$ cat config.mk
export PLATFORM = sky130hd
export DESIGN_NAME = scbk_bank
export DESIGN_NICKNAME = d
export VERILOG_FILES = /design/src/core/scbk_pkg.sv /design/src/core/scbk_bank.sv
export SDC_FILE = /design/constraint.sdc
export NUM_CORES = 1
export LEC_CHECK = 0
export ABC_AREA = 1
export BUFFER_PORTS_ARGS = -buffer_cell sky130_fd_sc_hd__buf_2
export CORE_MARGIN = 2
export CORE_UTILIZATION = 66
export DETAILED_ROUTE_END_ITERATION = 8
export GPL_TIMING_DRIVEN = 0
export PLACE_DENSITY = 0.86
export SLEW_MARGIN = 20
export SYNTH_ARGS = -nofsm -noshare
export SYNTH_HDL_FRONTEND = slang
export SYNTH_SLANG_ARGS = --single-unit
$ cat constraint.sdc
create_clock -name core_clk_i -period 5.4 [get_ports core_clk_i]
set_input_delay 0.27 -clock core_clk_i [delete_from_list [all_inputs] [get_ports core_clk_i]]
set_output_delay 0.27 -clock core_clk_i [all_outputs]
set_load 0.01 [all_outputs]
$ cat src/core/scbk_pkg.sv
// constants shared by the sync control register bank
// assumes one core clock; all offsets are serial-port register addresses
package scbk_pkg;
  // ==========================================================
  // register offsets
  localparam logic [7:0] OFF_SRC_PWR = 8'h12;
  localparam logic [7:0] OFF_SEP_THR = 8'h13;
  localparam logic [7:0] OFF_SCAN_POL = 8'h14;
  localparam logic [7:0] OFF_STATUS = 8'h15;
  localparam logic [7:0] OFF_GREEN_THR = 8'h16;
  localparam logic [7:0] OFF_LEAD = 8'h17;
  localparam logic [7:0] OFF_TRAIL = 8'h18;
  localparam logic [7:0] OFF_TEST_A = 8'h19;
  localparam logic [7:0] OFF_TEST_B = 8'h1a;
  localparam logic [7:0] OFF_TEST_C = 8'h1b;
  localparam logic [7:0] OFF_FMT = 8'h1c;
  localparam logic [7:0] ADDR_MAX = 8'h1d;
  localparam int REG_COUNT = 11;
  // ==========================================================
  // reset values
  localparam logic [7:0] RST_SRC_PWR = 8'h01;
  localparam logic [7:0] RST_SEP_THR = 8'h20;
  localparam logic [7:0] RST_SCAN_POL = 8'h00;
  localparam logic [7:0] RST_GREEN_THR = 8'hb8;
  localparam logic [7:0] RST_LEAD = 8'h00;
  localparam logic [7:0] RST_TRAIL = 8'h00;
  localparam logic [7:0] RST_TEST_A = 8'h00;
  localparam logic [7:0] RST_TEST_B = 8'h00;
  localparam logic [7:0] RST_TEST_C = 8'h00;
  localparam logic [7:0] RST_FMT = 8'h00;
  localparam logic [7:0] RST_TABLE [REG_COUNT] = '{RST_SRC_PWR, RST_SEP_THR,
    RST_SCAN_POL, 8'h00, RST_GREEN_THR, RST_LEAD, RST_TRAIL, RST_TEST_A,
    RST_TEST_B, RST_TEST_C, RST_FMT};
  // ==========================================================
  // field positions
  localparam int F_VS_OVR = 3;
  localparam int F_VS_SEL = 2;
  localparam int F_COAST_SEL = 1;
  localparam int F_PWR_N = 0;
  localparam int F_SCAN_EN = 2;
  localparam int F_COAST_POL_OVR = 1;
  localparam int F_HS_POL_OVR = 0;
  localparam int F_HS_POL = 7;
  localparam int F_VS_POL = 6;
  localparam int F_COAST_POL = 5;
  localparam int F_GREEN_LSB = 3;
  localparam int F_FMT_422 = 1;
  // ==========================================================
  // serial port
  localparam logic [4:0] DEV_ADDR_HI = 5'h13;
  typedef enum {S_IDLE, S_DEV, S_DEV_ACK, S_REG, S_REG_ACK, S_WR, S_WR_ACK,
    S_RD, S_RD_ACK, S_IGNORE} scbk_port_t;
endpackage

$ cat src/core/scbk_bank.sv
// sync control register bank: serial slave, sync muxes, coast, formatter
// assumes pixel data and pixel clock share core_clk_i; pins are asynchronous
// Summary of operation
// - with vsync override set, select bit picks vsync pin (0) or separator (1)
// - coast select passes coast pin (0) or the selected vsync (1)
// - power-down bit low powers both interfaces down; resets to one
// - activity detection is frozen while fully powered down
// - separator counts threshold clocks at a new level before following it
// - scan enable lets output registers shift serially via scan pins
// - coast polarity override picks user instead of detected polarity
// - line sync polarity override picks user instead of detected polarity
// - status bit 7 shows detected line sync polarity
// - status bit 6 shows detected vertical sync polarity
// - status bit 5 shows detected coast input polarity
// - five-bit green slicer threshold field, default code 23
// - coast starts the lead count of lines before vertical sync
// - coast stays the trail count of lines after vertical sync
// - format bit switches pixel output between 4:4:4 and 4:2:2
// - in 4:2:2 green carries luma, red alternates chroma, blue floats
// - without override, vsync pin is chosen whenever its activity is seen
// - serial port auto-increments to 1dh and refuses base addresses above
`timescale 1ns/1ns
`default_nettype none
module scbk_bank #(
  parameter int PIX_W = 8,
  parameter int LINE_W = 12
) (
  input wire logic core_clk_i,
  input wire logic sys_rst_i,
  input wire logic scl_i,
  input wire logic sda_i,
  output logic sda_o,
  output logic sda_oe_o,
  input wire logic [1:0] dev_addr_i,
  input wire logic vsync_pin_i,
  input wire logic coast_pin_i,
  input wire logic hsync_i,
  input wire logic green_channel_sync_i,
  input wire logic vsync_activity_i,
  input wire logic green_activity_i,
  input wire logic hsync_pol_i,
  input wire logic vsync_pol_i,
  input wire logic coast_pol_i,
  input wire logic scan_clk_i,
  input wire logic scan_in_i,
  input wire logic [PIX_W-1:0] red_i,
  input wire logic [PIX_W-1:0] green_i,
  input wire logic [PIX_W-1:0] blue_i,
  output logic full_power_down_n_o,
  output logic vsync_sel_o,
  output logic coast_o,
  output logic coast_pol_ovr_o,
  output logic hsync_pol_ovr_o,
  output logic [4:0] green_slicer_code_o,
  output logic scan_out_o,
  output logic [PIX_W-1:0] red_o,
  output logic [PIX_W-1:0] green_o,
  output logic [PIX_W-1:0] blue_o,
  output logic blue_oe_o
);
  // ==========================================================
  // parameter checks
  initial begin
    if (PIX_W < 2 || LINE_W < 9) begin
      $error("scbk_bank: PIX_W must be >= 2 and LINE_W >= 9");
    end
  end

  // ==========================================================
  // input synchronisers
  localparam int NS = 13;
  logic [NS-1:0] sync1;
  logic [NS-1:0] sync2;
  logic [NS-1:0] sync_q;
  // two flops per pin, plus one delayed copy for edges
  always_ff @(posedge core_clk_i) begin
    if (sys_rst_i) begin
      sync1 <= 13'h0003;
      sync2 <= 13'h0003;
      sync_q <= 13'h0003;
    end else begin
      sync1 <= {scan_in_i, scan_clk_i, coast_pol_i, vsync_pol_i, hsync_pol_i,
        green_activity_i, vsync_activity_i, green_channel_sync_i, hsync_i,
        coast_pin_i, vsync_pin_i, sda_i, scl_i};
      sync2 <= sync1;
      sync_q <= sync2;
    end
  end
  logic scl, sda, vs_pin, co_pin, hs, csync, vs_act, gr_act;
  logic hpol, vpol, cpol, scan_clk, scan_in;
  assign {scan_in, scan_clk, cpol, vpol, hpol, gr_act, vs_act, csync, hs,
    co_pin, vs_pin, sda, scl} = sync2;
  // address straps pass the same two flops as the other pins
  logic [1:0] addr_s1;
  logic [1:0] addr_s2;
  always_ff @(posedge core_clk_i) begin
    if (sys_rst_i) begin
      addr_s1 <= 2'h0;
      addr_s2 <= 2'h0;
    end else begin
      addr_s1 <= dev_addr_i;
      addr_s2 <= addr_s1;
    end
  end
  logic scl_rise, scl_fall, start, stop, scan_edge;
  assign scl_rise = scl & ~sync_q[0];
  assign scl_fall = ~scl & sync_q[0];
  assign start = scl & sync_q[0] & sync_q[1] & ~sda;
  assign stop = scl & sync_q[0] & ~sync_q[1] & sda;
  assign scan_edge = scan_clk & ~sync_q[11];

  // ==========================================================
  // register storage
  logic [7:0] regs [scbk_pkg::REG_COUNT];
  logic [7:0] stat;
  logic wr_stb;
  logic [7:0] wr_addr;
  logic [7:0] wr_data;

  // read decode, shared by address ack and read ack
  function automatic logic [7:0] rd_byte(input logic [7:0] a);
    logic [3:0] idx;
    idx = 4'(a - scbk_pkg::OFF_SRC_PWR);
    if (a < scbk_pkg::OFF_SRC_PWR || a > scbk_pkg::OFF_FMT) begin
      rd_byte = 8'h00;
    end else if (a == scbk_pkg::OFF_STATUS) begin
      rd_byte = stat;
    end else begin
      rd_byte = regs[idx];
    end
  endfunction
  // byte at the pointer, ready for the next read transfer
  logic [7:0] rd_now;
  always_comb begin
    rd_now = rd_byte(ptr);
  end

  for (genvar g = 0; g < scbk_pkg::REG_COUNT; g++) begin : g_reg
    always_ff @(posedge core_clk_i) begin
      if (sys_rst_i) begin
        regs[g] <= scbk_pkg::RST_TABLE[g];
      end else if (wr_stb && wr_addr == 8'(scbk_pkg::OFF_SRC_PWR + g)
          && wr_addr != scbk_pkg::OFF_STATUS) begin
        regs[g] <= wr_data;
      end
    end
  end

  always_ff @(posedge core_clk_i) begin
    if (sys_rst_i) begin
      stat <= 8'h00;
    end else begin
      stat <= 8'h00;
      stat[scbk_pkg::F_HS_POL] <= hpol;
      stat[scbk_pkg::F_VS_POL] <= vpol;
      stat[scbk_pkg::F_COAST_POL] <= cpol;
    end
  end

  logic [7:0] r_src, r_pol;
  assign r_src = regs[0];
  assign r_pol = regs[2];
  assign full_power_down_n_o = r_src[scbk_pkg::F_PWR_N];
  assign coast_pol_ovr_o = r_pol[scbk_pkg::F_COAST_POL_OVR];
  assign hsync_pol_ovr_o = r_pol[scbk_pkg::F_HS_POL_OVR];
  assign sda_o = 1'b0;

  // ==========================================================
  // serial slave
  scbk_pkg::scbk_port_t st;
  logic [7:0] sh;
  logic [7:0] ptr;
  logic [2:0] bcnt;
  logic rw, ack_ph;
  logic [7:0] ptr_inc;
  assign ptr_inc = (ptr >= scbk_pkg::ADDR_MAX) ? ptr : ptr + 8'h01;

  always_ff @(posedge core_clk_i) begin
    if (sys_rst_i) begin
      st <= scbk_pkg::S_IDLE;
      sh <= 8'h00;
      ptr <= 8'h00;
      bcnt <= 3'h0;
      rw <= 1'b0;
      ack_ph <= 1'b0;
      sda_oe_o <= 1'b0;
      wr_stb <= 1'b0;
      wr_addr <= 8'h00;
      wr_data <= 8'h00;
    end else begin
      wr_stb <= 1'b0;
      if (start) begin
        st <= scbk_pkg::S_DEV;
        bcnt <= 3'h0;
        ack_ph <= 1'b0;
        sda_oe_o <= 1'b0;
      end else if (stop) begin
        st <= scbk_pkg::S_IDLE;
        sda_oe_o <= 1'b0;
      end else begin
        case (st)
          scbk_pkg::S_DEV, scbk_pkg::S_REG, scbk_pkg::S_WR: begin
            if (scl_rise) begin
              sh <= {sh[6:0], sda};
              bcnt <= bcnt + 3'h1;
              if (bcnt == 3'h7) begin
                ack_ph <= 1'b0;
                if (st == scbk_pkg::S_DEV) begin
                  st <= scbk_pkg::S_DEV_ACK;
                end else if (st == scbk_pkg::S_REG) begin
                  st <= scbk_pkg::S_REG_ACK;
                end else begin
                  wr_stb <= 1'b1;
                  wr_addr <= ptr;
                  wr_data <= {sh[6:0], sda};
                  ptr <= ptr_inc;
                  st <= scbk_pkg::S_WR_ACK;
                end
              end
            end
          end
          scbk_pkg::S_DEV_ACK: begin
            if (scl_fall && !ack_ph) begin
              if (sh[7:1] == {scbk_pkg::DEV_ADDR_HI, addr_s2}) begin
                sda_oe_o <= 1'b1;
                ack_ph <= 1'b1;
                rw <= sh[0];
              end else begin
                st <= scbk_pkg::S_IGNORE;
              end
            end else if (scl_fall) begin
              bcnt <= 3'h0;
              if (rw) begin
                sh <= rd_now;
                sda_oe_o <= ~rd_now[7];
                st <= scbk_pkg::S_RD;
              end else begin
                sda_oe_o <= 1'b0;
                st <= scbk_pkg::S_REG;
              end
            end
          end
          scbk_pkg::S_REG_ACK: begin
            if (scl_fall && !ack_ph) begin
              if (sh <= scbk_pkg::ADDR_MAX) begin
                ptr <= sh;
                sda_oe_o <= 1'b1;
                ack_ph <= 1'b1;
              end else begin
                st <= scbk_pkg::S_IGNORE;
              end
            end else if (scl_fall) begin
              sda_oe_o <= 1'b0;
              st <= scbk_pkg::S_WR;
            end
          end
          scbk_pkg::S_WR_ACK: begin
            if (scl_fall && !ack_ph) begin
              sda_oe_o <= 1'b1;
              ack_ph <= 1'b1;
            end else if (scl_fall) begin
              sda_oe_o <= 1'b0;
              st <= scbk_pkg::S_WR;
            end
          end
          scbk_pkg::S_RD: begin
            if (scl_fall) begin
              if (bcnt == 3'h7) begin
                sda_oe_o <= 1'b0;
                ptr <= ptr_inc;
                st <= scbk_pkg::S_RD_ACK;
              end else begin
                sh <= {sh[6:0], 1'b0};
                sda_oe_o <= ~sh[6];
                bcnt <= bcnt + 3'h1;
              end
            end
          end
          scbk_pkg::S_RD_ACK: begin
            // master nack ends the read
            if (scl_rise) begin
              ack_ph <= ~sda;
            end else if (scl_fall && ack_ph) begin
              sh <= rd_now;
              sda_oe_o <= ~rd_now[7];
              bcnt <= 3'h0;
              st <= scbk_pkg::S_RD;
            end else if (scl_fall) begin
              st <= scbk_pkg::S_IGNORE;
            end
          end
          default: begin
            sda_oe_o <= 1'b0;
          end
        endcase
      end
    end
  end

  // ==========================================================
  // activity capture, sync separator, vsync select
  logic vs_seen, sep_out;
  logic [7:0] sep_cnt;
  always_ff @(posedge core_clk_i) begin
    if (sys_rst_i) begin
      vs_seen <= 1'b0;
    end else if (full_power_down_n_o) begin
      vs_seen <= vs_act | (gr_act & 1'b0);
    end
  end

  always_ff @(posedge core_clk_i) begin
    if (sys_rst_i) begin
      sep_out <= 1'b0;
      sep_cnt <= 8'h00;
    end else if (csync == sep_out) begin
      sep_cnt <= 8'h00;
    end else if (sep_cnt >= regs[1]) begin
      sep_out <= csync;
      sep_cnt <= 8'h00;
    end else begin
      sep_cnt <= sep_cnt + 8'h01;
    end
  end

  always_ff @(posedge core_clk_i) begin
    if (sys_rst_i) begin
      vsync_sel_o <= 1'b0;
    end else if (r_src[scbk_pkg::F_VS_OVR]) begin
      vsync_sel_o <= r_src[scbk_pkg::F_VS_SEL];
    end else begin
      vsync_sel_o <= ~vs_seen;
    end
  end

  assign green_slicer_code_o = regs[4][7:scbk_pkg::F_GREEN_LSB];

  // ==========================================================
  // coast generation
  logic vs_n, vs_nq, hs_n, hs_nq, co_n;
  logic [LINE_W-1:0] line_cnt, frame_len;
  logic [7:0] post_cnt;
  logic pre_act;
  assign hs_n = hs ~^ (hpol | hsync_pol_ovr_o);
  assign co_n = co_pin ~^ (cpol | coast_pol_ovr_o);
  assign vs_n = (vsync_sel_o ? sep_out : vs_pin) ~^ vpol;
  assign pre_act = (frame_len != '0) &&
    ({1'b0, line_cnt} + (LINE_W + 1)'(regs[5]) >= {1'b0, frame_len});

  always_ff @(posedge core_clk_i) begin
    if (sys_rst_i) begin
      vs_nq <= 1'b0;
      hs_nq <= 1'b0;
      line_cnt <= '0;
      frame_len <= '0;
      post_cnt <= 8'h00;
    end else begin
      vs_nq <= vs_n;
      hs_nq <= hs_n;
      if (vs_n && !vs_nq) begin
        frame_len <= line_cnt;
        line_cnt <= '0;
      end else if (hs_n && !hs_nq && line_cnt != '1) begin
        line_cnt <= line_cnt + 1'b1;
      end
      if (!vs_n && vs_nq) begin
        post_cnt <= regs[6];
      end else if (hs_n && !hs_nq && post_cnt != 8'h00) begin
        post_cnt <= post_cnt - 8'h01;
      end
    end
  end

  always_ff @(posedge core_clk_i) begin
    if (sys_rst_i) begin
      coast_o <= 1'b0;
    end else if (r_src[scbk_pkg::F_COAST_SEL]) begin
      coast_o <= vs_n | pre_act | (post_cnt != 8'h00);
    end else begin
      coast_o <= co_n;
    end
  end

  // ==========================================================
  // output formatter and scan chain
  logic fmt422, scan_en, uv_ph;
  assign fmt422 = regs[10][scbk_pkg::F_FMT_422];
  assign scan_en = r_pol[scbk_pkg::F_SCAN_EN];
  always_ff @(posedge core_clk_i) begin
    if (sys_rst_i) begin
      red_o <= '0;
      green_o <= '0;
      blue_o <= '0;
      blue_oe_o <= 1'b0;
      uv_ph <= 1'b0;
      scan_out_o <= 1'b0;
    end else if (scan_en) begin
      if (scan_edge) begin
        {red_o, green_o, blue_o} <= {red_o[PIX_W-2:0], green_o, blue_o, scan_in};
        scan_out_o <= red_o[PIX_W-1];
      end
    end else if (!full_power_down_n_o) begin
      red_o <= '0;
      green_o <= '0;
      blue_o <= '0;
      blue_oe_o <= 1'b0;
    end else begin
      green_o <= green_i;
      uv_ph <= fmt422 & ~uv_ph;
      red_o <= (fmt422 && uv_ph) ? blue_i : red_i;
      blue_o <= fmt422 ? '0 : blue_i;
      blue_oe_o <= ~fmt422;
    end
  end
endmodule
`default_nettype wire

## After elaboration in Yosys (flattened, before gate mapping)

Memories as Yosys holds them, arrays and structs flattened.
Index checks and enable logic that the tools add are counted.

| word-level totals | value |
|---|---|
| bits in registers | 194 |
| bits in writable memories | 88 |
| bits of input ports | 41 |
| output and inout bits | 38 |
| word-level logic and storage cells | 352 |
| memories kept | 1 |

Memories:

| memory | depth | bits a word | rd ports | clocked after memory_dff | wr ports | line | RTL |
|---|---|---|---|---|---|---|---|
| regs | 11 | 8 | 8 | 0 | 11 | scbk_bank.sv:114 | `logic [7:0] regs [scbk_pkg::REG_COUNT];` |

| cells by class | value |
|---|---|
| add/sub/neg operators | 7 |
| order comparisons | 6 |
| equality and inequality tests | 63 |
| mux-type cells | 133 |
| bitwise operators | 46 |
| reduce and logical (&&, ||, !) cells | 62 |

Operators with widths:

| cell | count |
|---|---|
| 32-bit 2-to-1 mux | 14 |
| 8-bit 2-to-1 mux | 43 |
| 32-bit one-hot mux with 6 select lines | 1 |
| 32-bit by 3-bit == test with 1-bit output (second input constant) | 5 |
| 32-bit by 2-bit == test with 1-bit output (second input constant) | 3 |
| 8-bit by 5-bit == test with 1-bit output (second input constant) | 12 |
| 1-bit 2-to-1 mux | 60 |
| 11-bit AND reduction | 4 |
| 2-bit != test (second input constant) | 20 |
| 32-bit by 1-bit == test with 1-bit output (second input constant) | 1 |
| 32-bit by 4-bit == test with 1-bit output (second input constant) | 1 |
| 8-bit one-hot mux with 4 select lines | 1 |
| 1-bit logical AND | 31 |
| 3-bit 2-to-1 mux | 9 |
| 4-bit != test (second input constant) | 6 |
| 8-bit one-hot mux with 3 select lines | 1 |
| 5-bit != test (second input constant) | 4 |
| 1-bit inverter | 19 |
| 3-bit != test (second input constant) | 6 |
| 8-bit by 1-bit adder with 8-bit output (second input constant) | 2 |
| 8-bit nonzero test | 2 |
| 1-bit bitwise OR | 15 |
| 7-bit AND reduction | 2 |
| 12-bit by 8-bit adder with 13-bit output | 1 |
| 36 further kinds | 54 |

## Longest topological paths before layout

An unclocked memory read counts as a cell.

| depth | value |
|---|---|
| depth in word-level cells | 9 |
| gate-level depth with buffers | 19 |
| mapped depth without buffers | 19 |

## Worst setup path before layout

Ideal clock, no wire load.

| timing | value |
|---|---|
| kind | reg2reg |
| from | register line_cnt[0] |
| to | register coast_o |
| library setup time | 0.070 ns |
| arrival time | 2.694 ns |
| data required time | 5.330 ns |
| setup slack | 2.636 ns |
| cell stages (with the launch flop) | 19 |
| buffers on the path | 0 |
| clock period less this slack | 2.764 ns |
| path through | dfxtp_1 ha_1 inv_1 fa_1 nor4_1 nor2_1 o21ai_0 xor2_1 ha_1 nand2_1 nor2_1 nand4_1 nand4_1 nand3_1 nand2_1 nand2_1 nand2_1 nand2_1 a21oi_1 |

| on the way | value |
|---|---|
| cells in the longest elaborated chain, start to end | 6 |

RTL lines:

| element | line | RTL |
|---|---|---|
| start: declaration | scbk_bank.sv:341 | `logic [LINE_W-1:0] line_cnt, frame_len;` |
| start signal: assignment | scbk_bank.sv:364 | `line_cnt <= line_cnt + 1'b1;` |
| 12-bit by 8-bit adder with 13-bit output | scbk_bank.sv:348 | `({1'b0, line_cnt} + (LINE_W + 1)'(regs[5]) >= {1'b0, frame_len});` |
| 13-bit by 12-bit greater-or-equal comparator with 1-bit output | scbk_bank.sv:348 |  |
| 1-bit logical AND | scbk_bank.sv:347 | `assign pre_act = (frame_len != '0) &&` |
| 1-bit bitwise OR (2 in a row) | scbk_bank.sv:378 | `coast_o <= vs_n \| pre_act \| (post_cnt != 8'h00);` |
| 1-bit 2-to-1 mux | scbk_bank.sv:377 | `end else if (r_src[scbk_pkg::F_COAST_SEL]) begin` |
| end signal: assignment | scbk_bank.sv:378 |  |
| end signal: assignment | scbk_bank.sv:380 | `coast_o <= co_n;` |
| end: declaration | scbk_bank.sv:51 | `output logic coast_o,` |

Every way passes these cells.
A chain may end at the register's enable or synchronous reset.

## Final worst setup path

Ends and elaborated chain as after synthesis.

==> flow_summary_export.csv <==
group,metric,value,unit
setup_path,crit_slowest_cell,"dfxtp_1",
timing,final.min_clock_period,3.43,ns
synth,yosys_warnings,0,
routing,drt-wirelength-per-cell,17.5,µm
synth,syn_area_per_cell,7.79,µm²
timing,grt_setup_unrepaired,"false",
timing,finalSetupViolations,0,
timing,relSlewSlack,39.7,%
synth,yosys-top-cells-count,"nor2_1 (315), nand2_1 (250), inv_1 (197), dfxtp_1 (178), o21ai_0 (139)",
hold_path,holdPathStages,3,
cts,postCtsSetupBuffers,0,
floorplanning,fp.dieW,144,µm
floorplanning,start_util,67.0,%
global_route,grt_max_degree,16,
final_layout,fin_cells,2082,
setup_path,cp_common_cell,"nand2_1",
final_layout,area_growth,14.9,%
floorplanning,rows,51,
cts,cts_root_buffer,"clkbuf_16",
routing,drc_errors,0,
synth,synth-async-reset-ratio,0,%
power,leakage,6.23,nW
setup_path,cpPeakStageDelay,0.45,ns
cts,cts_tree,"yes",
routing,viasPerCell,5.79,
global_route,grt_pass1_wl,56500,µm
synth,synth_most_common_cell,"nor2_1",
setup_path,cp_cell_sequence,"ha_1 -> inv_1 -> fa_1 -> nor4_1 -> nor2_1 -> o21ai_0 -> xor2_1 -> ha_1 -> nand2_1 -> nor2_1 -> nand4_1 -> nand4_1 -> nand3_1 -> nand2_1 -> nand2_1 -> nand2_1 -> nand2_1 -> a21oi_1",
cts,path_clk_slew,0.06,ns
floorplanning,core_area,19400,µm²
timing,tightest_slew,0.905,ns
place,place_area,13700,µm²
synth,ys_seq_area_share,47.7,%
setup_path,end_kind,"register",
synth,synth-edff-count,88,
global_route,gr-total-overflow,0,
routing,wirelength,36300,µm
run,maxCapViolations,0,
routing,drt-initial-drc-count,1260,
power,p_total,6.59,mW
place,place_inst,2017,
setup_path,r2r-end,"coast_o",
final_layout,layout-drive-gt1-share,10.6,%
power,power_density,441,nW/µm²
routing,first_pass_iters,8,
setup_path,worstSetupStartpointType,"register",
cts,clock_latency,0.55,ns
timing,finClkSkew,0.00759,ns
cts,cts_buffers,27,
routing,vias,12065,
synth,synth_top_area_share,27.4,%
synth,netlist_instances,1669,
cts,cts.sinks,266,
global_route,grt_pass1_vias,11507,
setup_path,r2r_slack,1.97,ns
cts,postCtsHoldBufs,15,
synth,synth_top_area_cell,"dfxtp_1",
setup_path,worstRegToRegCells,18,
timing,tns,0,ns
synth,synth_cell_type_count,48,
synth,synth_area_leaders,"dfxtp_1 (27%), edfxtp_1 (20%), nor2_1 (9.1%)",
timing,finalCritPeriodShare,63.5,%
final_layout,antennaDiodeCount,0,
routing,antenna_left,0,
setup_path,r2r_start,"line_cnt[0]",
cts,htree_levels,1,
hold_path,min_from,"green_i[2]",
global_route,grt_usage,34.6,%
hold_path,worstHoldPathType,"in -> reg",
floorplanning,dieArea,20800,µm²
power,peakVddDrop,0.339,mV
cts,max-clock-path-buffers,3,
timing,slew_viol_final,0,
global_route,antenna_found_initial,0,
setup_path,crit_arrival,3.90,ns
final_layout,fin_nets,1878,
setup_path,worst-setup-path-type,"reg -> reg",
setup_path,crit_fanout,5,
hold_path,holdPathEnd,"green_o[2]",
timing,finalHoldViolations,0,
setup_path,cp.required,5.87,ns
final_layout,finalInstanceArea,14900,µm²
place,globalplace.congestion,1.02,
final_layout,nFillCells,1443,
floorplanning,die_h,144,µm
synth,netlist_area,13000,µm²
place,port_buffers,75,
cts,post_cts_resized,0,
synth,ys_ff_latch,266,
status,status,"finished, final reports clean",
floorplanning,ios,79,
timing,max_freq,292,MHz
place,dp_hpwl,25300,µm
synth,synthFlopType,"dfxtp_1",
## worst max path at each step
stage	startpoint	endpoint	slack, ns	depth (start not counted)
2_1_floorplan	line_cnt[0]	coast_o	2.64	18
3_3_place_gp	line_cnt[0]	coast_o	2.13	18
3_5_place_dp	line_cnt[0]	coast_o	2.07	18
4_1_cts	line_cnt[0]	coast_o	2.03	18
5_1_grt	line_cnt[0]	coast_o	1.68	18
6_report	line_cnt[0]	coast_o	1.97	18
## final cells by class
| cell class | instances | area, µm² | share of cell area [%] |
|---|---|---|---|
| clock buffers | 28 | 679 | 4.55 |
| repair buffers | 90 | 526 | 3.52 |
| plain buffers | 67 | 313 | 2.09 |
| multi-input cells | 1133 | 5720 | 38.3 |
| well taps | 265 | 332 | 2.22 |
| inverters | 211 | 792 | 5.30 |
| flip-flops and latches | 266 | 6210 | 41.5 |
| clock inverters | 22 | 373 | 2.50 |
## cell families (layout without fill, tap and decap cells)
kind of cell             after synthesis  after routing  share of synthesized area, %
AO/OA/AOI/OAI                        313            313                          13.1
AND/OR/NAND/NOR                      744            744                          24.9
other                                  1              9                        0.0288
XOR/XNOR                              26             26                          1.75
flip-flops                           266            266                          47.7
buffers and inverters                278            418                          8.50
adder cells (fa/ha/maj)               41             41                          4.00
## flip-flops by register name, summed over array words and instances (netlist names), 2 cells and up
| signal | flops |
|---|---|
| post_cnt | 8 |
| sync_q | 6 |
| green_o | 8 |
| addr_s1 | 2 |
| frame_len | 12 |
| blue_o | 8 |
| bcnt | 3 |
| sep_cnt | 8 |
| sync2 | 12 |
| red_o | 8 |
| ptr | 8 |
| sh | 8 |
| wr_addr | 8 |
| regs | 88 |
| st | 32 |
| line_cnt | 12 |
| sync1 | 12 |
| wr_data | 8 |
| addr_s2 | 2 |
## report_power, final
| group | switching (mW) | total [mW] | internal, mW | leakage (nW) |
|---|---|---|---|---|
| combinational | 1.37 | 2.02 | 0.647 | 3.41 |
| clock | 0.823 | 2.22 | 1.40 | 0.511 |
| sequential | 0.135 | 2.36 | 2.22 | 2.31 |
| total | 2.33 | 6.59 | 4.26 | 6.23 |
## layout by cell type (no fill, tap or decap), types with 22 or more instances in the layout
cell       instances
nand2_1          250
buf_2             88
nor3_1            22
o21ai_0          137
nand3_1           78
clkbuf_16         27
edfxtp_1          88
ha_1              40
a21oi_1          116
dfxtp_1          178
inv_1            197
nor2_1           315
clkbuf_1          45
## critical path: cells and delay by family, from the launching register on
kind                     cells  cell delay (ns)
flip-flops                   1             0.45
AND/OR/NAND/NOR             11             1.22
adder cells (fa/ha/maj)      3             0.95
XOR/XNOR                     1             0.13
AO/OA/AOI/OAI                2             0.55
buffers and inverters        1             0.06
## per-layer routing
metal  GRT usage, %  share of wire (%)
met4           15.7                4.2
met2           57.5                 47
met5              0                  0
met1           43.5                 39
met3           7.25                9.6
## per-stage QoR
stage	setup slack, ns	hold WS (ns)	utilization, %
after floorplan	2.64	0.374	-
after global placement	2.13	0.391	70.8
after detailed placement	2.07	0.393	70.8
after CTS	2.03	0.00934	77.0
after global routing	1.68	0.0363	77.0
final	1.97	0.0254	77.0
(Power assumes the default switching activity.)
